===== config.mk =====
export PLATFORM = sky130hd
export DESIGN_NAME = reclocker_override_eq_regs
export DESIGN_NICKNAME = d
export VERILOG_FILES = /design/src/include/reclocker_pkg.sv /design/src/include/boost_sel_if.sv /design/src/core/strap_sync.sv /design/src/core/boost_select.sv /design/src/core/reclocker_override_eq_regs.sv
export VERILOG_INCLUDE_DIRS = /design/src /design/src/include
export SDC_FILE = /design/constraint.sdc
export NUM_CORES = 1
export LEC_CHECK = 0
export BUFFER_PORTS_ARGS = -buffer_cell sky130_fd_sc_hd__buf_2
export CAP_MARGIN = 40
export CORE_AREA = 4 4 93 116
export CTS_BUF_LIST = sky130_fd_sc_hd__clkbuf_8
export DETAILED_ROUTE_END_ITERATION = 10
export DIE_AREA = 0 0 97 120
export PLACE_DENSITY = 0.78
export SYNTH_ARGS = -nofsm -noshare
export SYNTH_HDL_FRONTEND = slang
export SYNTH_SLANG_ARGS = --single-unit

===== constraint.sdc =====
create_clock -name clk -period 1.5 [get_ports clk]
set_input_delay 0.075 -clock clk [delete_from_list [all_inputs] [get_ports clk]]
set_output_delay 0.075 -clock clk [all_outputs]
set_load 0.01 [all_outputs]

===== src/include/reclocker_consts.svh =====
// offsets, reset values, field positions and codes of the override and boost register slice
`ifndef RECLOCKER_CONSTS_SVH
`define RECLOCKER_CONSTS_SVH
`define OFS_RESERVED_STATUS_A 8'h39
`define OFS_LOW_RATE_BOOST 8'h3a
`define OFS_RESERVED_STATUS_B 8'h3b
`define OFS_RESERVED_STATUS_C 8'h3c
`define OFS_RESERVED_CTRL_D 8'h3d
`define OFS_EYE_LOCK_MONITOR_ENABLE 8'h3e
`define OFS_PIN_OVERRIDE_CONTROL 8'h3f
`define OFS_ADAPT_BOOST_ENTRY_0 8'h40
`define OFS_ADAPT_BOOST_ENTRY_1 8'h41
`define OFS_ADAPT_BOOST_ENTRY_3 8'h43
`define RST_RESERVED_STATUS_A 8'h00
`define RST_LOW_RATE_BOOST 8'h00
`define RST_RESERVED_STATUS_B 8'h96
`define RST_RESERVED_STATUS_C 8'h90
`define RST_RESERVED_CTRL_D 8'h00
`define RST_EYE_LOCK_MONITOR_ENABLE 8'h80
`define RST_PIN_OVERRIDE_CONTROL 8'h01
`define RST_ADAPT_BOOST_ENTRY_0 8'h00
`define RST_ADAPT_BOOST_ENTRY_1 8'h40
`define RST_ADAPT_BOOST_ENTRY_2 8'h80
`define RST_ADAPT_BOOST_ENTRY_3 8'h50
`define BIT_EYE_MONITOR_EN 7
`define BIT_ADAPTATION_OVERRIDE 5
`define BIT_INPUT_ROUTE_OVERRIDE 4
`define BIT_OUTPUT_MUX_OVERRIDE 3
`define BIT_RATE_FAMILY_OVERRIDE 2
`define BIT_BOOST_PIN_OVERRIDE 1
`define BIT_MID_RATE_ADAPT_ENABLE 0
`define ADAPT_MODE_MANUAL 2'h0
`define ADAPT_MODE_AUTO 2'h1
`define ROUTE_SECOND_ONLY 2'h2
`define ROUTE_BOTH 2'h3
`define RATE_FAMILY_VIDEO 2'h0
`define RATE_FAMILY_ETHERNET 2'h1
`endif


===== src/include/reclocker_pkg.sv =====
// types and stage field helper shared by the reclocker override slice
package reclocker_pkg;
  typedef enum logic [1:0] {RATE_SD = 2'b00, RATE_HD = 2'b01, RATE_3G = 2'b10, RATE_HIGH = 2'b11} data_rate_t;
  typedef enum logic [1:0] {
    SRC_FIXED = 2'b00, SRC_TABLE = 2'b01, SRC_MANUAL = 2'b10, SRC_BYPASS = 2'b11
  } boost_src_t;
  typedef enum logic [1:0] {EYE_OFF = 2'b00, EYE_WAIT = 2'b01, EYE_RUN = 2'b10} eye_state_t;

  // stage 0 sits in the top two bits, stage 3 in the bottom two
  function automatic logic [1:0] stage_of(input logic [7:0] boost, input logic [1:0] stage);
    logic [2:0] sh;
    sh = 3'(3'd6 - {stage, 1'b0});
    stage_of = 2'(boost >> sh);
  endfunction
endpackage


===== src/include/boost_sel_if.sv =====
// carrier between the register slice and the boost selector
`timescale 1ns/1ps
interface boost_sel_if;
  import reclocker_pkg::*;
  logic [7:0] low_rate_boost;
  logic [7:0] table_boost;
  logic [7:0] manual_boost_byte;
  logic manual_boost_override;
  logic boost_pin_override;
  logic pin_bypass;
  logic mid_rate_adapt_enable;
  logic adaptation_override;
  logic [1:0] adapt_mode;
  data_rate_t data_rate;
  logic [7:0] boost;
  boost_src_t source;
  logic adapt_on;
  modport regs (output low_rate_boost, table_boost, manual_boost_byte, manual_boost_override,
    boost_pin_override, pin_bypass, mid_rate_adapt_enable, adaptation_override, adapt_mode, data_rate,
    input boost, source, adapt_on);
  modport sel (input low_rate_boost, table_boost, manual_boost_byte, manual_boost_override,
    boost_pin_override, pin_bypass, mid_rate_adapt_enable, adaptation_override, adapt_mode, data_rate,
    output boost, source, adapt_on);
endinterface


===== src/core/strap_sync.sv =====
// three-stage synchroniser for the two strap pins, level taken once stages two and three agree
`timescale 1ns/1ps
module strap_sync (
  // clock and reset
  input wire logic clk,
  input wire logic rstn,
  // pins and filtered levels
  input wire logic [1:0] pin_in,
  output logic [1:0] pin_level
);
  logic [1:0] s1_reg;
  logic [1:0] s2_reg;
  logic [1:0] s3_reg;
  logic [1:0] level_reg;
  wire [1:0] agree = ~(s2_reg ^ s3_reg);
  wire [1:0] level_next = (agree & s2_reg) | (~agree & level_reg);

  always_ff @(posedge clk or negedge rstn) begin
    if (!rstn) begin
      s1_reg <= 2'h0;
      s2_reg <= 2'h0;
      s3_reg <= 2'h0;
      level_reg <= 2'h0;
    end else begin
      s1_reg <= pin_in;
      s2_reg <= s1_reg;
      s3_reg <= s2_reg;
      level_reg <= level_next;
    end
  end
  assign pin_level = level_reg;
endmodule


===== src/core/boost_select.sv =====
// picks the boost byte applied to the primary serial input
`timescale 1ns/1ps
`include "reclocker_consts.svh"
module boost_select
  import reclocker_pkg::*;
(
  // configuration in, selection out
  boost_sel_if.sel bus
);
  // manual replacement wins over every rate path
  wire manual_replace = bus.boost_pin_override & bus.manual_boost_override;
  wire pin_bypass = ~bus.boost_pin_override & bus.pin_bypass;
  wire low_rate = (bus.data_rate == RATE_SD) || (bus.data_rate == RATE_HD);
  wire fixed_path = low_rate || (bus.data_rate == RATE_3G && !bus.mid_rate_adapt_enable);
  // override hands the decision to the mode field; 00 manual, 01 automatic
  wire mode_auto = bus.adaptation_override ? (bus.adapt_mode == `ADAPT_MODE_AUTO) : 1'b1;

  assign bus.adapt_on = !manual_replace && !pin_bypass && !fixed_path && mode_auto;
  assign bus.boost = manual_replace ? bus.manual_boost_byte :
                     pin_bypass ? 8'h00 :
                     fixed_path ? bus.low_rate_boost :
                     mode_auto ? bus.table_boost : bus.manual_boost_byte;
  assign bus.source = manual_replace ? SRC_MANUAL :
                      pin_bypass ? SRC_BYPASS :
                      fixed_path ? SRC_FIXED :
                      mode_auto ? SRC_TABLE : SRC_MANUAL;
endmodule


===== src/core/reclocker_override_eq_regs.sv =====
// override, low-rate boost, eye monitor enable and boost table registers with their steering
//
// Overview of operation
// - fixed low-rate boost byte drives primary input equalizer at 270M and 1.5G.
// - with mid-rate adaptation disabled, the fixed boost also serves the 3G rate.
// - override bit 0 disables 3G equalizer adaptation when 0, enables it when 1.
// - every boost byte holds four 2-bit stage controls, stage 0 in the top bits.
// - eye monitor enable, default on, checks eye opening each interval after lock.
// - override bit 5 hands adaptation choice from automatic to the mode field.
// - override bit 4 takes input routing from the route field instead of strap.
// - override bit 3 takes output mux from the mux field instead of strap.
// - override bit 2 takes rate family from the rate field instead of strap.
// - override bit 1 moves boost bypass from strap to manual override controls.
// - four table entries at consecutive offsets, defaults 00, 40, 80 and 50.
// - mode field 00 selects manual equalization, 01 automatic adaptation.
// - route field 10 feeds second output only, 11 both; others invalid.
// - rate field 00 selects video rates, 01 ethernet rate; others invalid.
// - with override bit 1 set, manual override bit replaces internal boost with the manual boost byte.
`timescale 1ns/1ps
`include "reclocker_consts.svh"
module reclocker_override_eq_regs
  import reclocker_pkg::*;
(
  // clock and reset
  input wire logic clk,
  input wire logic rstn,
  // register access port
  input wire logic reg_wr_en,
  input wire logic reg_rd_en,
  input wire logic [7:0] reg_addr,
  input wire logic [7:0] reg_wdata,
  output logic [7:0] reg_rdata,
  output logic reg_rd_valid,
  // strap pins
  input wire logic in_out_sel_pin,
  input wire logic out_ctrl_pin,
  // fields held in neighbouring register slices
  input wire logic [1:0] adapt_mode_field,
  input wire logic [1:0] input_route_field,
  input wire logic [1:0] output_mux_field,
  input wire logic [1:0] rate_select_field,
  input wire logic manual_boost_override,
  input wire logic [7:0] manual_boost_byte,
  // datapath status
  input wire data_rate_t data_rate,
  input wire logic [1:0] adapt_index,
  input wire logic lock_adapt_done,
  input wire logic eye_interval_tick,
  // equalizer steering
  output logic [7:0] eq_boost,
  output boost_src_t eq_boost_source,
  output logic eq_bypass,
  output logic adapt_enable,
  // routing and rate steering
  output logic [1:0] input_route,
  output logic input_route_valid,
  output logic [1:0] output_mux,
  output logic [1:0] rate_family,
  output logic rate_family_valid,
  // eye monitor
  output logic eye_check_start,
  output logic eye_monitor_armed
);
  logic [7:0] low_rate_boost_reg;
  logic [7:0] reserved_ctrl_d_reg;
  logic [7:0] eye_lock_monitor_enable_reg;
  logic [7:0] pin_override_control_reg;
  logic [7:0] adapt_boost_entry_reg [4];
  logic [7:0] rdata_reg;
  logic rd_valid_reg;
  logic [7:0] eq_boost_reg;
  boost_src_t eq_boost_source_reg;
  logic eq_bypass_reg;
  logic adapt_enable_reg;
  logic [1:0] input_route_reg;
  logic input_route_valid_reg;
  logic [1:0] output_mux_reg;
  logic [1:0] rate_family_reg;
  logic rate_family_valid_reg;
  eye_state_t eye_state_reg;
  eye_state_t eye_state_next;
  logic eye_check_reg;
  logic [1:0] strap_level;

  // register decode
  wire sel_low_rate = reg_addr == `OFS_LOW_RATE_BOOST;
  wire sel_rsvd_a = reg_addr == `OFS_RESERVED_STATUS_A;
  wire sel_rsvd_b = reg_addr == `OFS_RESERVED_STATUS_B;
  wire sel_rsvd_c = reg_addr == `OFS_RESERVED_STATUS_C;
  wire sel_rsvd_d = reg_addr == `OFS_RESERVED_CTRL_D;
  wire sel_eye_en = reg_addr == `OFS_EYE_LOCK_MONITOR_ENABLE;
  wire sel_override = reg_addr == `OFS_PIN_OVERRIDE_CONTROL;
  wire sel_table = reg_addr >= `OFS_ADAPT_BOOST_ENTRY_0 && reg_addr <= `OFS_ADAPT_BOOST_ENTRY_3;
  wire [1:0] table_slot = reg_addr[1:0];

  // override control fields and eye monitor enable
  wire mid_rate_adapt_enable = pin_override_control_reg[`BIT_MID_RATE_ADAPT_ENABLE];
  wire boost_pin_override = pin_override_control_reg[`BIT_BOOST_PIN_OVERRIDE];
  wire rate_family_override = pin_override_control_reg[`BIT_RATE_FAMILY_OVERRIDE];
  wire output_mux_override = pin_override_control_reg[`BIT_OUTPUT_MUX_OVERRIDE];
  wire input_route_override = pin_override_control_reg[`BIT_INPUT_ROUTE_OVERRIDE];
  wire adaptation_override = pin_override_control_reg[`BIT_ADAPTATION_OVERRIDE];
  wire eye_monitor_en = eye_lock_monitor_enable_reg[`BIT_EYE_MONITOR_EN];

  // filtered straps: bit 0 input/output select, bit 1 output control
  wire strap_in_out_sel = strap_level[0];
  wire strap_out_ctrl = strap_level[1];

  // read mux, reserved status words read back their fixed values
  wire [7:0] read_word = sel_low_rate ? low_rate_boost_reg :
                         sel_rsvd_a ? `RST_RESERVED_STATUS_A :
                         sel_rsvd_b ? `RST_RESERVED_STATUS_B :
                         sel_rsvd_c ? `RST_RESERVED_STATUS_C :
                         sel_rsvd_d ? reserved_ctrl_d_reg :
                         sel_eye_en ? eye_lock_monitor_enable_reg :
                         sel_override ? pin_override_control_reg :
                         sel_table ? adapt_boost_entry_reg[table_slot] : 8'h00;

  // strap side: route and rate come from the same select pin
  wire [1:0] strap_route = strap_in_out_sel ? `ROUTE_SECOND_ONLY : `ROUTE_BOTH;
  wire [1:0] strap_rate = strap_in_out_sel ? `RATE_FAMILY_ETHERNET : `RATE_FAMILY_VIDEO;
  wire [1:0] strap_mux = {1'b0, strap_out_ctrl};
  wire [1:0] route_next = input_route_override ? input_route_field : strap_route;
  wire [1:0] mux_next = output_mux_override ? output_mux_field : strap_mux;
  wire [1:0] rate_next = rate_family_override ? rate_select_field : strap_rate;
  // only two route codes and two rate codes mean anything
  wire route_ok = route_next == `ROUTE_SECOND_ONLY || route_next == `ROUTE_BOTH;
  wire rate_ok = rate_next == `RATE_FAMILY_VIDEO || rate_next == `RATE_FAMILY_ETHERNET;

  boost_sel_if sel_bus ();

  assign sel_bus.low_rate_boost = low_rate_boost_reg;
  assign sel_bus.table_boost = adapt_boost_entry_reg[adapt_index];
  assign sel_bus.manual_boost_byte = manual_boost_byte;
  assign sel_bus.manual_boost_override = manual_boost_override;
  assign sel_bus.boost_pin_override = boost_pin_override;
  assign sel_bus.pin_bypass = strap_out_ctrl;
  assign sel_bus.mid_rate_adapt_enable = mid_rate_adapt_enable;
  assign sel_bus.adaptation_override = adaptation_override;
  assign sel_bus.adapt_mode = adapt_mode_field;
  assign sel_bus.data_rate = data_rate;

  strap_sync u_strap_sync (
    .clk(clk),
    .rstn(rstn),
    .pin_in({out_ctrl_pin, in_out_sel_pin}),
    .pin_level(strap_level)
  );

  boost_select u_boost_select (
    .bus(sel_bus.sel)
  );

  // writable registers; reserved status words ignore writes
  always_ff @(posedge clk or negedge rstn) begin
    if (!rstn) begin
      low_rate_boost_reg <= `RST_LOW_RATE_BOOST;
      reserved_ctrl_d_reg <= `RST_RESERVED_CTRL_D;
      eye_lock_monitor_enable_reg <= `RST_EYE_LOCK_MONITOR_ENABLE;
      pin_override_control_reg <= `RST_PIN_OVERRIDE_CONTROL;
    end else if (reg_wr_en) begin
      if (sel_low_rate)
        low_rate_boost_reg <= reg_wdata;
      if (sel_rsvd_d)
        reserved_ctrl_d_reg <= reg_wdata;
      if (sel_eye_en)
        eye_lock_monitor_enable_reg <= reg_wdata;
      if (sel_override)
        pin_override_control_reg <= reg_wdata;
    end
  end

  always_ff @(posedge clk or negedge rstn) begin
    if (!rstn) begin
      adapt_boost_entry_reg[0] <= `RST_ADAPT_BOOST_ENTRY_0;
      adapt_boost_entry_reg[1] <= `RST_ADAPT_BOOST_ENTRY_1;
      adapt_boost_entry_reg[2] <= `RST_ADAPT_BOOST_ENTRY_2;
      adapt_boost_entry_reg[3] <= `RST_ADAPT_BOOST_ENTRY_3;
    end else if (reg_wr_en && sel_table) begin
      adapt_boost_entry_reg[table_slot] <= reg_wdata;
    end
  end

  // read data lands one cycle after the strobe
  always_ff @(posedge clk or negedge rstn) begin
    if (!rstn) begin
      rdata_reg <= 8'h00;
      rd_valid_reg <= 1'b0;
    end else begin
      rdata_reg <= reg_rd_en ? read_word : rdata_reg;
      rd_valid_reg <= reg_rd_en;
    end
  end

  // steering outputs registered so the analog side never sees decode glitches
  always_ff @(posedge clk or negedge rstn) begin
    if (!rstn) begin
      eq_boost_reg <= 8'h00;
      eq_boost_source_reg <= SRC_FIXED;
      eq_bypass_reg <= 1'b0;
      adapt_enable_reg <= 1'b0;
    end else begin
      eq_boost_reg <= sel_bus.boost;
      eq_boost_source_reg <= sel_bus.source;
      eq_bypass_reg <= sel_bus.source == SRC_BYPASS;
      adapt_enable_reg <= sel_bus.adapt_on;
    end
  end

  always_ff @(posedge clk or negedge rstn) begin
    if (!rstn) begin
      input_route_reg <= `ROUTE_BOTH;
      input_route_valid_reg <= 1'b1;
      output_mux_reg <= 2'h0;
      rate_family_reg <= `RATE_FAMILY_VIDEO;
      rate_family_valid_reg <= 1'b1;
    end else begin
      input_route_reg <= route_next;
      input_route_valid_reg <= route_ok;
      output_mux_reg <= mux_next;
      rate_family_reg <= rate_next;
      rate_family_valid_reg <= rate_ok;
    end
  end

  // eye monitor: arms after lock and adaptation finish, fires on each interval tick
  always_comb begin
    eye_state_next = eye_state_reg;
    case (eye_state_reg)
      EYE_OFF: begin
        if (eye_monitor_en)
          eye_state_next = EYE_WAIT;
      end
      EYE_WAIT: begin
        if (!eye_monitor_en)
          eye_state_next = EYE_OFF;
        else if (lock_adapt_done)
          eye_state_next = EYE_RUN;
      end
      EYE_RUN: begin
        if (!eye_monitor_en)
          eye_state_next = EYE_OFF;
        else if (!lock_adapt_done)
          eye_state_next = EYE_WAIT;
      end
      default: eye_state_next = EYE_OFF;
    endcase
  end

  always_ff @(posedge clk or negedge rstn) begin
    if (!rstn) begin
      eye_state_reg <= EYE_OFF;
      eye_check_reg <= 1'b0;
    end else begin
      eye_state_reg <= eye_state_next;
      // a tick in the cycle lock is lost is dropped, the eye is not trustworthy
      eye_check_reg <= eye_state_reg == EYE_RUN && eye_monitor_en && lock_adapt_done && eye_interval_tick;
    end
  end

  assign reg_rdata = rdata_reg;
  assign reg_rd_valid = rd_valid_reg;
  assign eq_boost = eq_boost_reg;
  assign eq_boost_source = eq_boost_source_reg;
  assign eq_bypass = eq_bypass_reg;
  assign adapt_enable = adapt_enable_reg;
  assign input_route = input_route_reg;
  assign input_route_valid = input_route_valid_reg;
  assign output_mux = output_mux_reg;
  assign rate_family = rate_family_reg;
  assign rate_family_valid = rate_family_valid_reg;
  assign eye_check_start = eye_check_reg;
  assign eye_monitor_armed = eye_state_reg == EYE_RUN;

  // low rates use the fixed byte unless a manual replacement or pin bypass is in force
  property p_low_rate_fixed;
    @(posedge clk) disable iff (!rstn)
      (data_rate == RATE_SD || data_rate == RATE_HD) && !boost_pin_override && !strap_out_ctrl
        |=> eq_boost == $past(low_rate_boost_reg) && eq_boost_source == SRC_FIXED;
  endproperty
  a_low_rate_fixed: assert property (p_low_rate_fixed) else $error("low rate boost not fixed byte");

  property p_mid_rate_fixed;
    @(posedge clk) disable iff (!rstn)
      data_rate == RATE_3G && !mid_rate_adapt_enable && !boost_pin_override && !strap_out_ctrl
        |=> eq_boost == $past(low_rate_boost_reg) && !adapt_enable;
  endproperty
  a_mid_rate_fixed: assert property (p_mid_rate_fixed) else $error("3G without adaptation not fixed");

  property p_mid_rate_adapt;
    @(posedge clk) disable iff (!rstn)
      data_rate == RATE_3G && mid_rate_adapt_enable && !adaptation_override && !boost_pin_override
        && !strap_out_ctrl |=> adapt_enable;
  endproperty
  a_mid_rate_adapt: assert property (p_mid_rate_adapt) else $error("3G adaptation not enabled");

  property p_table_stage;
    @(posedge clk) disable iff (!rstn)
      sel_bus.source == SRC_TABLE && adapt_index == 2'h1
        |=> stage_of(eq_boost, 2'h0) == $past(adapt_boost_entry_reg[1][7:6])
          && stage_of(eq_boost, 2'h3) == $past(adapt_boost_entry_reg[1][1:0]);
  endproperty
  a_table_stage: assert property (p_table_stage) else $error("stage fields misplaced");

  property p_eye_needs_enable;
    @(posedge clk) disable iff (!rstn)
      eye_check_start |-> $past(eye_monitor_en) && $past(lock_adapt_done) && $past(eye_interval_tick);
  endproperty
  a_eye_needs_enable: assert property (p_eye_needs_enable) else $error("eye check without cause");

  property p_eye_fires;
    @(posedge clk) disable iff (!rstn)
      eye_state_reg == EYE_RUN && eye_monitor_en && lock_adapt_done && eye_interval_tick ##1 1'b1
        |-> eye_check_start;
  endproperty
  a_eye_fires: assert property (p_eye_fires) else $error("eye check missed a tick");

  property p_mode_manual;
    @(posedge clk) disable iff (!rstn)
      adaptation_override && adapt_mode_field == `ADAPT_MODE_MANUAL |=> !adapt_enable;
  endproperty
  a_mode_manual: assert property (p_mode_manual) else $error("manual mode still adapting");

  property p_route_override;
    @(posedge clk) disable iff (!rstn)
      input_route_override |=> input_route == $past(input_route_field)
        && input_route_valid == ($past(input_route_field) >= `ROUTE_SECOND_ONLY);
  endproperty
  a_route_override: assert property (p_route_override) else $error("route field not applied");

  property p_mux_override;
    @(posedge clk) disable iff (!rstn)
      output_mux_override |=> output_mux == $past(output_mux_field);
  endproperty
  a_mux_override: assert property (p_mux_override) else $error("output mux field not applied");

  property p_rate_override;
    @(posedge clk) disable iff (!rstn)
      rate_family_override |=> rate_family == $past(rate_select_field)
        && rate_family_valid == ($past(rate_select_field) <= `RATE_FAMILY_ETHERNET);
  endproperty
  a_rate_override: assert property (p_rate_override) else $error("rate field not applied");

  property p_manual_replace;
    @(posedge clk) disable iff (!rstn)
      boost_pin_override && manual_boost_override |=> eq_boost == $past(manual_boost_byte) && !eq_bypass;
  endproperty
  a_manual_replace: assert property (p_manual_replace) else $error("manual boost not applied");

  property p_table_readback;
    @(posedge clk) disable iff (!rstn)
      reg_wr_en && reg_addr == `OFS_ADAPT_BOOST_ENTRY_1 ##1 reg_rd_en && reg_addr == `OFS_ADAPT_BOOST_ENTRY_1 && !reg_wr_en
        |=> reg_rdata == $past(reg_wdata, 2) && reg_rd_valid;
  endproperty
  a_table_readback: assert property (p_table_readback) else $error("table entry read back wrong");
endmodule


# Word-level counts from Yosys, hierarchy flattened
# Index checks and enable logic that the tools add are counted.
[totals] ff_bits=104 input_bits=45 wordCells=123 out_inout_bits=31
[op_classes] magnitude_cmp=5 n_eq_ne=19 reduce_logical=26 muxes=37 bitwise=11
[op_table] op="two-way mux 8 bit" count=17
[op_table] op="equality test 8 x 6 -> 1 bit, second input constant" count=7
[op_table] op="binary-select mux 8 bit (select 2 bit)" count=2
[op_table] op="bitwise mux 32 bit" count=1
[op_table] op="two-way mux 2 bit" count=12
[op_table] op="demux 8 bit (select 2 bit)" count=1
[op_table] op="equality test 2 bit, second input constant" count=5
[op_table] op="logical AND 1 bit" count=10
[op_table] op="equality test 2 x 1 -> 1 bit, second input constant" count=4
[op_table] op="greater-or-equal comparator 8 x 7 -> 1 bit, second input constant" count=1
[op_table] op="<= comparator 8 x 7 -> 1 bit, second input constant" count=1
[op_table] op="AND reduction 2 bit" count=4
[op_table] op="greater-or-equal comparator 3 bit, second input constant" count=2
[op_table] op="logical NOT 2 bit" count=3
[op_table] op="inequality test 3 bit, second input constant" count=2
[op_table] op="inverter 2 -> 3 bit" count=2
[op_table] op="one-hot mux 2 bit (3 select lines)" count=1
[op_table] op="AND 2 bit" count=2
[op_table] op="logical NOT 1 bit" count=4
[op_table] op="logical OR 1 bit" count=4
[op_table] op="inverter 2 bit" count=2
[op_table] op="< comparator 3 x 1 -> 1 bit, second input constant" count=1
[op_table] op="two-way mux 1 bit" count=3
[op_table] op="AND reduction 3 bit" count=1
[op_table] op="5 further kinds" count=6

# Longest topological paths before layout
[depth] ltp_word=12 mapped_depth=7 ltp_nobuf=4

# Hierarchy
# From an unflattened synthesis, not the netlist that was laid out.
[hier_totals] cells_unflattened=349 hier_area_um2=4798.4
[by_module_without_submodules] mod="reclocker_override_eq_regs" seq_area_each_um2=2388.5 cells_each=308 n_inst=1 area_per_inst_um2=4340.4
[by_module_without_submodules] mod="boost_select" seq_area_each_um2=0.0 cells_each=31 n_inst=1 area_per_inst_um2=235.2
[by_module_without_submodules] mod="strap_sync" seq_area_each_um2=200.2 cells_each=10 n_inst=1 area_per_inst_um2=222.7

# Worst setup path after synthesis
# OpenSTA, ideal clock, no wires.
[synth_path] path_type="input to register" start="input port reg_addr[7]" end="register adapt_boost_entry_reg[14] in the netlist's numbering" cell_stages=5 path_slack_ns=-0.015 setup_ns=0.125 required_ns=1.375 path_buffers=1 t_arrival_ns=1.390 cell_sequence="or4b_4 > nor3_4 > buf_6 > nand3_4 > mux2_4"
[synth_via] elab_chain_cells=3 word_cells_on_any_way=4 classes_between="2 x order compare; 2 x reduce/logical"
[synth_lines] item="from (decl)" line_no="reclocker_override_eq_regs.sv:30" text="input wire logic [7:0] reg_addr,"
[synth_lines] item="greater-or-equal comparator 8 x 7 -> 1 bit (no source line) or <= comparator 8 x 7 -> 1 bit (tied branches)"
[synth_lines] item="logical AND 1 bit (no source line) (*)"
[synth_lines] item="logical AND 1 bit (*)" line_no="reclocker_override_eq_regs.sv:179" text="end else if (reg_wr_en && sel_table) begin"
[synth_lines] item="to (signal, indexed assignment)" line_no="reclocker_override_eq_regs.sv:180" text="adapt_boost_entry_reg[table_slot] <= reg_wdata;"
[synth_lines] item="to (decl)" line_no="reclocker_override_eq_regs.sv:68" text="logic [7:0] adapt_boost_entry_reg [4];"
# Every way passes the cells marked *; elsewhere a longest branch is shown, timed or not.
# A chain may end at the register's enable or synchronous reset.

# Final worst setup path
[layout_path] start="register adapt_boost_entry_reg[2] in the netlist's numbering" end="register eq_boost_reg[2], in the netlist eq_boost[2]"
[layout_via] elab_chain_cells=7
[layout_lines] item="binary-select mux 8 bit (select 2 bit)" line_no="reclocker_override_eq_regs.sv:133" text="assign sel_bus.table_boost = adapt_boost_entry_reg[adapt_index];"
[layout_lines] item="two-way mux 8 bit (not written as such) (2 in a row)" line_no="reclocker_override_eq_regs.sv:133"
[layout_lines] item="two-way mux 8 bit" line_no="boost_select.sv:22" text="mode_auto ? bus.table_boost : bus.manual_boost_byte;"
[layout_lines] item="two-way mux 8 bit" line_no="boost_select.sv:21" text="fixed_path ? bus.low_rate_boost :"
[layout_lines] item="two-way mux 8 bit" line_no="boost_select.sv:20" text="pin_bypass ? 8'h00 :"
[layout_lines] item="two-way mux 8 bit" line_no="boost_select.sv:19" text="assign bus.boost = manual_replace ? bus.manual_boost_byte :"
[layout_lines] item="named net sel_bus.boost[2]" line_no="boost_sel_if.sv:15" text="logic [7:0] boost;"
[layout_lines] item="to (signal assigned)" line_no="reclocker_override_eq_regs.sv:203" text="eq_boost_reg <= sel_bus.boost;"
[layout_lines] item="to (decl)" line_no="reclocker_override_eq_regs.sv:71" text="logic [7:0] eq_boost_reg;"
# The timed path passes the listed nets, and every way through them passes these cells. The select of a mux whose other input is x is not followed.

==> Flow_metrics.wiki <==
{| class="wikitable"
! Metric !! Value
|-
| Worst hold path depth || 2
|-
| Setup repair after global routing missed its margin || no
|-
| Cells traversed along the worst timing path || buf_4, mux4_2, a21boi_0, o21ai_0
|-
| Clock network latency to the later pin of the worst-skew pair || 0.37 ns
|-
| Cell depth of the worst flop-to-flop path || 4
|-
| Placed Instances || 576
|-
| Slowest Stage Delay on Critical Path || 0.51 ns
|-
| TritonCTS clock tree || built
|-
| Number of search-and-repair iterations in the first detailed-routing pass || 5
|-
| Commonest cells in the netlist || 94 x dfrtp_1, 65 x mux2_2, 34 x o21ai_0
|-
| I/O pin cnt || 76
|-
| Most instantiated library cell after synthesis || dfrtp_1
|-
| Post-route ant nets || 0
|-
| Global-route wire length before repair || 18.6 mm
|-
| Share of post-route cells with drive strength above 1 || 46.2%
|-
| Worst Clk Skew || 0.00911 ns
|-
| Antenna diode count || 0
|-
| CP Class || flop to flop
|-
| Top post-synthesis cells by area || dfrtp_1 49%, mux2_2 15%, mux4_2 7.5%
|-
| Required time worst endpoint || 1.74 ns
|-
| H-Tree Depth || 3
|-
| Cell area after technology mapping || 4830 µm²
|-
| Library cells used by synthesis || 49
|-
| Number of flip-flops in the largest register || 32
|-
| Vias per cell || 5.73
|-
| Clock buffer count from CTS || 9
|-
| Crit-path slowest cell || mux4_2
|-
| Clock slew seen by the registers of the worst setup and hold paths || 0.10 ns
|-
| Element type at the critical path end || flop
|-
| Worst vdd ir || 522 µV
|-
| Number of global-route vias before repair || 3,680
|-
| Core utilization of the finished layout || 61.5%
|-
| DR vias || 3,510
|-
| Final estimated routing congestion in global placement || 0.842
|-
| Leakage power || 2.87 nW
|-
| Total DRC errors in the routed layout || 0
|-
| Most used flip-flop cell after synthesis || dfrtp_1
|-
| Startpoint types || flop
|-
| Total of flip-flops plus latches after synthesis || 103
|-
| Largest net degree at the start of global routing || 104
|-
| Post-route clock period utilization || 97.9%
|-
| Number of failing setup endpoints in the final timing report || 0
|-
| WP depth || 4
|-
| Portion of the post-synthesis area used by sequential elements || 53.6%
|-
| Mean routed wirelength per cell || 19.0 µm
|-
| Y dimension of the die || 120 µm
|-
| Share of the synthesized area in the top cell type || 48.7%
|-
| Area overhead of the layout relative to synthesis || 22.9%
|-
| Number of enable-type register cells in the synthesized netlist || 0
|-
| Total overflow reported by the global router || 0
|-
| Clock root buffer || clkbuf_8
|-
| Class of the tightest hold or removal check || input pin to flop
|-
| Peak clock frequency supported by timing || 681 MHz
|-
| Final Hold Viols || 0
|-
| Global router's overall resource usage || 20.3%
|-
| Max-slew violation total from the final report || 0
|-
| Largest fanout on the critical path || 2
|-
| Cells after Synth || 365
|-
| Number of warnings issued by yosys || 0
|-
| Clock Path Buffers || 2
|-
| PwrDens || 913 nW/µm²
|-
| Number of antenna violations at the first check in global routing || 0
|-
| Final standard cell count with taps included and fillers excluded || 613
|-
| Final layout net count || 527
|-
| Worst hold-check slack || 0.0744 ns
|-
| Total of max-cap violations || 0
|-
| Floorplan core area || 9660 µm²
|-
| Post-Synthesis Mean Instance Area || 13.2 µm²
|-
| Count of buffering cells on the critical path with inverters included || 1
|-
| Die Span X || 97 µm
|-
| Initial detailed-routing violation count || 239
|-
| Die area || 11,600 µm²
|-
| Syn Nets || 410
|-
| Endpoint arrival time on the critical path || 1.71 ns
|-
| Clock Sinks || 103
|-
| Row count || 40
|-
| Time the final worst path needs with I/O delays and setup || 1.47 ns
|-
| Max-slew headroom at the worst pin || 62.9%
|-
| Half-perimeter wire length after detailed placement || 8.22 mm
|-
| Cell family contributing the most delay on the critical path || multiplexers
|-
| Synth async-reset ratio || 100%
|-
| PortBufs || 75
|-
| Run status || completed
|-
| Starting Density || 50.0%
|-
| Library cell with the largest summed area after synthesis || dfrtp_1
|-
| Wire length reported by the detailed router || 11.6 mm
|-
| Slew at the pin with the worst max-slew slack || 0.556 ns
|}
==> layout make-up <==
cell class	instances	area, µm²
fill	751	3720
sequential	103	2590
multi-input combinational	234	2130
timing repair buffer	127	843
tap	126	158
clock buffer	10	138
clock inverter	6	61.3
inverter	7	26.3
==> per-layer routing <==
metal  vias up  routed length [µm]  global-route usage, %  part of all wire (%)
met4         0                 354                   9.22                   3.0
met2       120                6030                   35.3                    52
met1      1757                4560                   24.0                    39
met3        29                 691                   4.19                   5.9
li1       1604                   -                      -                     -
met5         -                   0                      0                     0
==> logic make-up after synthesis <==
group | synth area share, %
muxes | 22.9
xor gates and xnor gates | 0.181
AOI/OAI and AO/OA | 11.9
adders and majority gates | 0.621
DFF | 53.6
buffers and inverters | 2.90
and+or+nand+nor | 7.92
==> stage by stage <==
stage / worst slack (ns) / total power, mW / cell area, µm² / setup TNS (ns)
2_1_floorplan: -0.0151 / 3.36 / 4830 / -0.0151
3_3_place_gp: -0.256 / 3.64 / 5510 / -7.71
3_5_place_dp: -0.335 / 3.67 / 5510 / -9.66
4_1_cts: 0.00990 / 5.42 / 5910 / 0
5_1_grt: 0.00323 / 5.63 / 5940 / 0
6_report: 0.0318 / 5.42 / 5940 / 0
==> worst paths after layout <==
kind	from	end	slack, ns
worst max-delay path	adapt_boost_entry_reg[2]$_DFFE_PN0P_	eq_boost[2]$_DFF_PN0_	0.03
worst min-delay path	reg_wdata[6]	reserved_ctrl_d_reg[6]$_DFFE_PN0P_	0.07
worst max register to register	adapt_boost_entry_reg[2]$_DFFE_PN0P_	eq_boost[2]$_DFF_PN0_	0.03
worst min register to register	u_strap_sync.s1_reg[1]$_DFF_PN0_	u_strap_sync.s2_reg[1]$_DFF_PN0_	0.36
max in group asynchronous	rstn	pin_override_control_reg[3]$_DFFE_PN0P_	0.79
min in group asynchronous	rstn	u_strap_sync.s2_reg[0]$_DFF_PN0_	0.27
==> timing repair <==
item                                    CTS  global route
hold buffers                             20             0
setup buffers                             0             1
endpoints found under the setup margin    0            13
gates resized for setup                   0             6
endpoints found under the hold margin   114             0
==> cell usage in the layout (no fill, tap or decap), types with 9 or more instances in the layout <==
cell / n
dfrtp_1: 94
buf_2: 74
mux2_2: 65
o21ai_0: 33
buf_4: 31
dlygate4sd3_1: 20
mux4_2: 16
nand2_1: 12
a21oi_1: 11
nor2b_1: 10
clkbuf_8: 10
dfstp_2: 9
==> power breakdown <==
group	leakage, nW	switching, mW	internal [mW]
Clock	0.0957	0.942	0.808
Sequential	1.36	0.0829	2.92
Combinational	1.42	0.346	0.328
No activity file was read; power rests on OpenSTA's default activity.
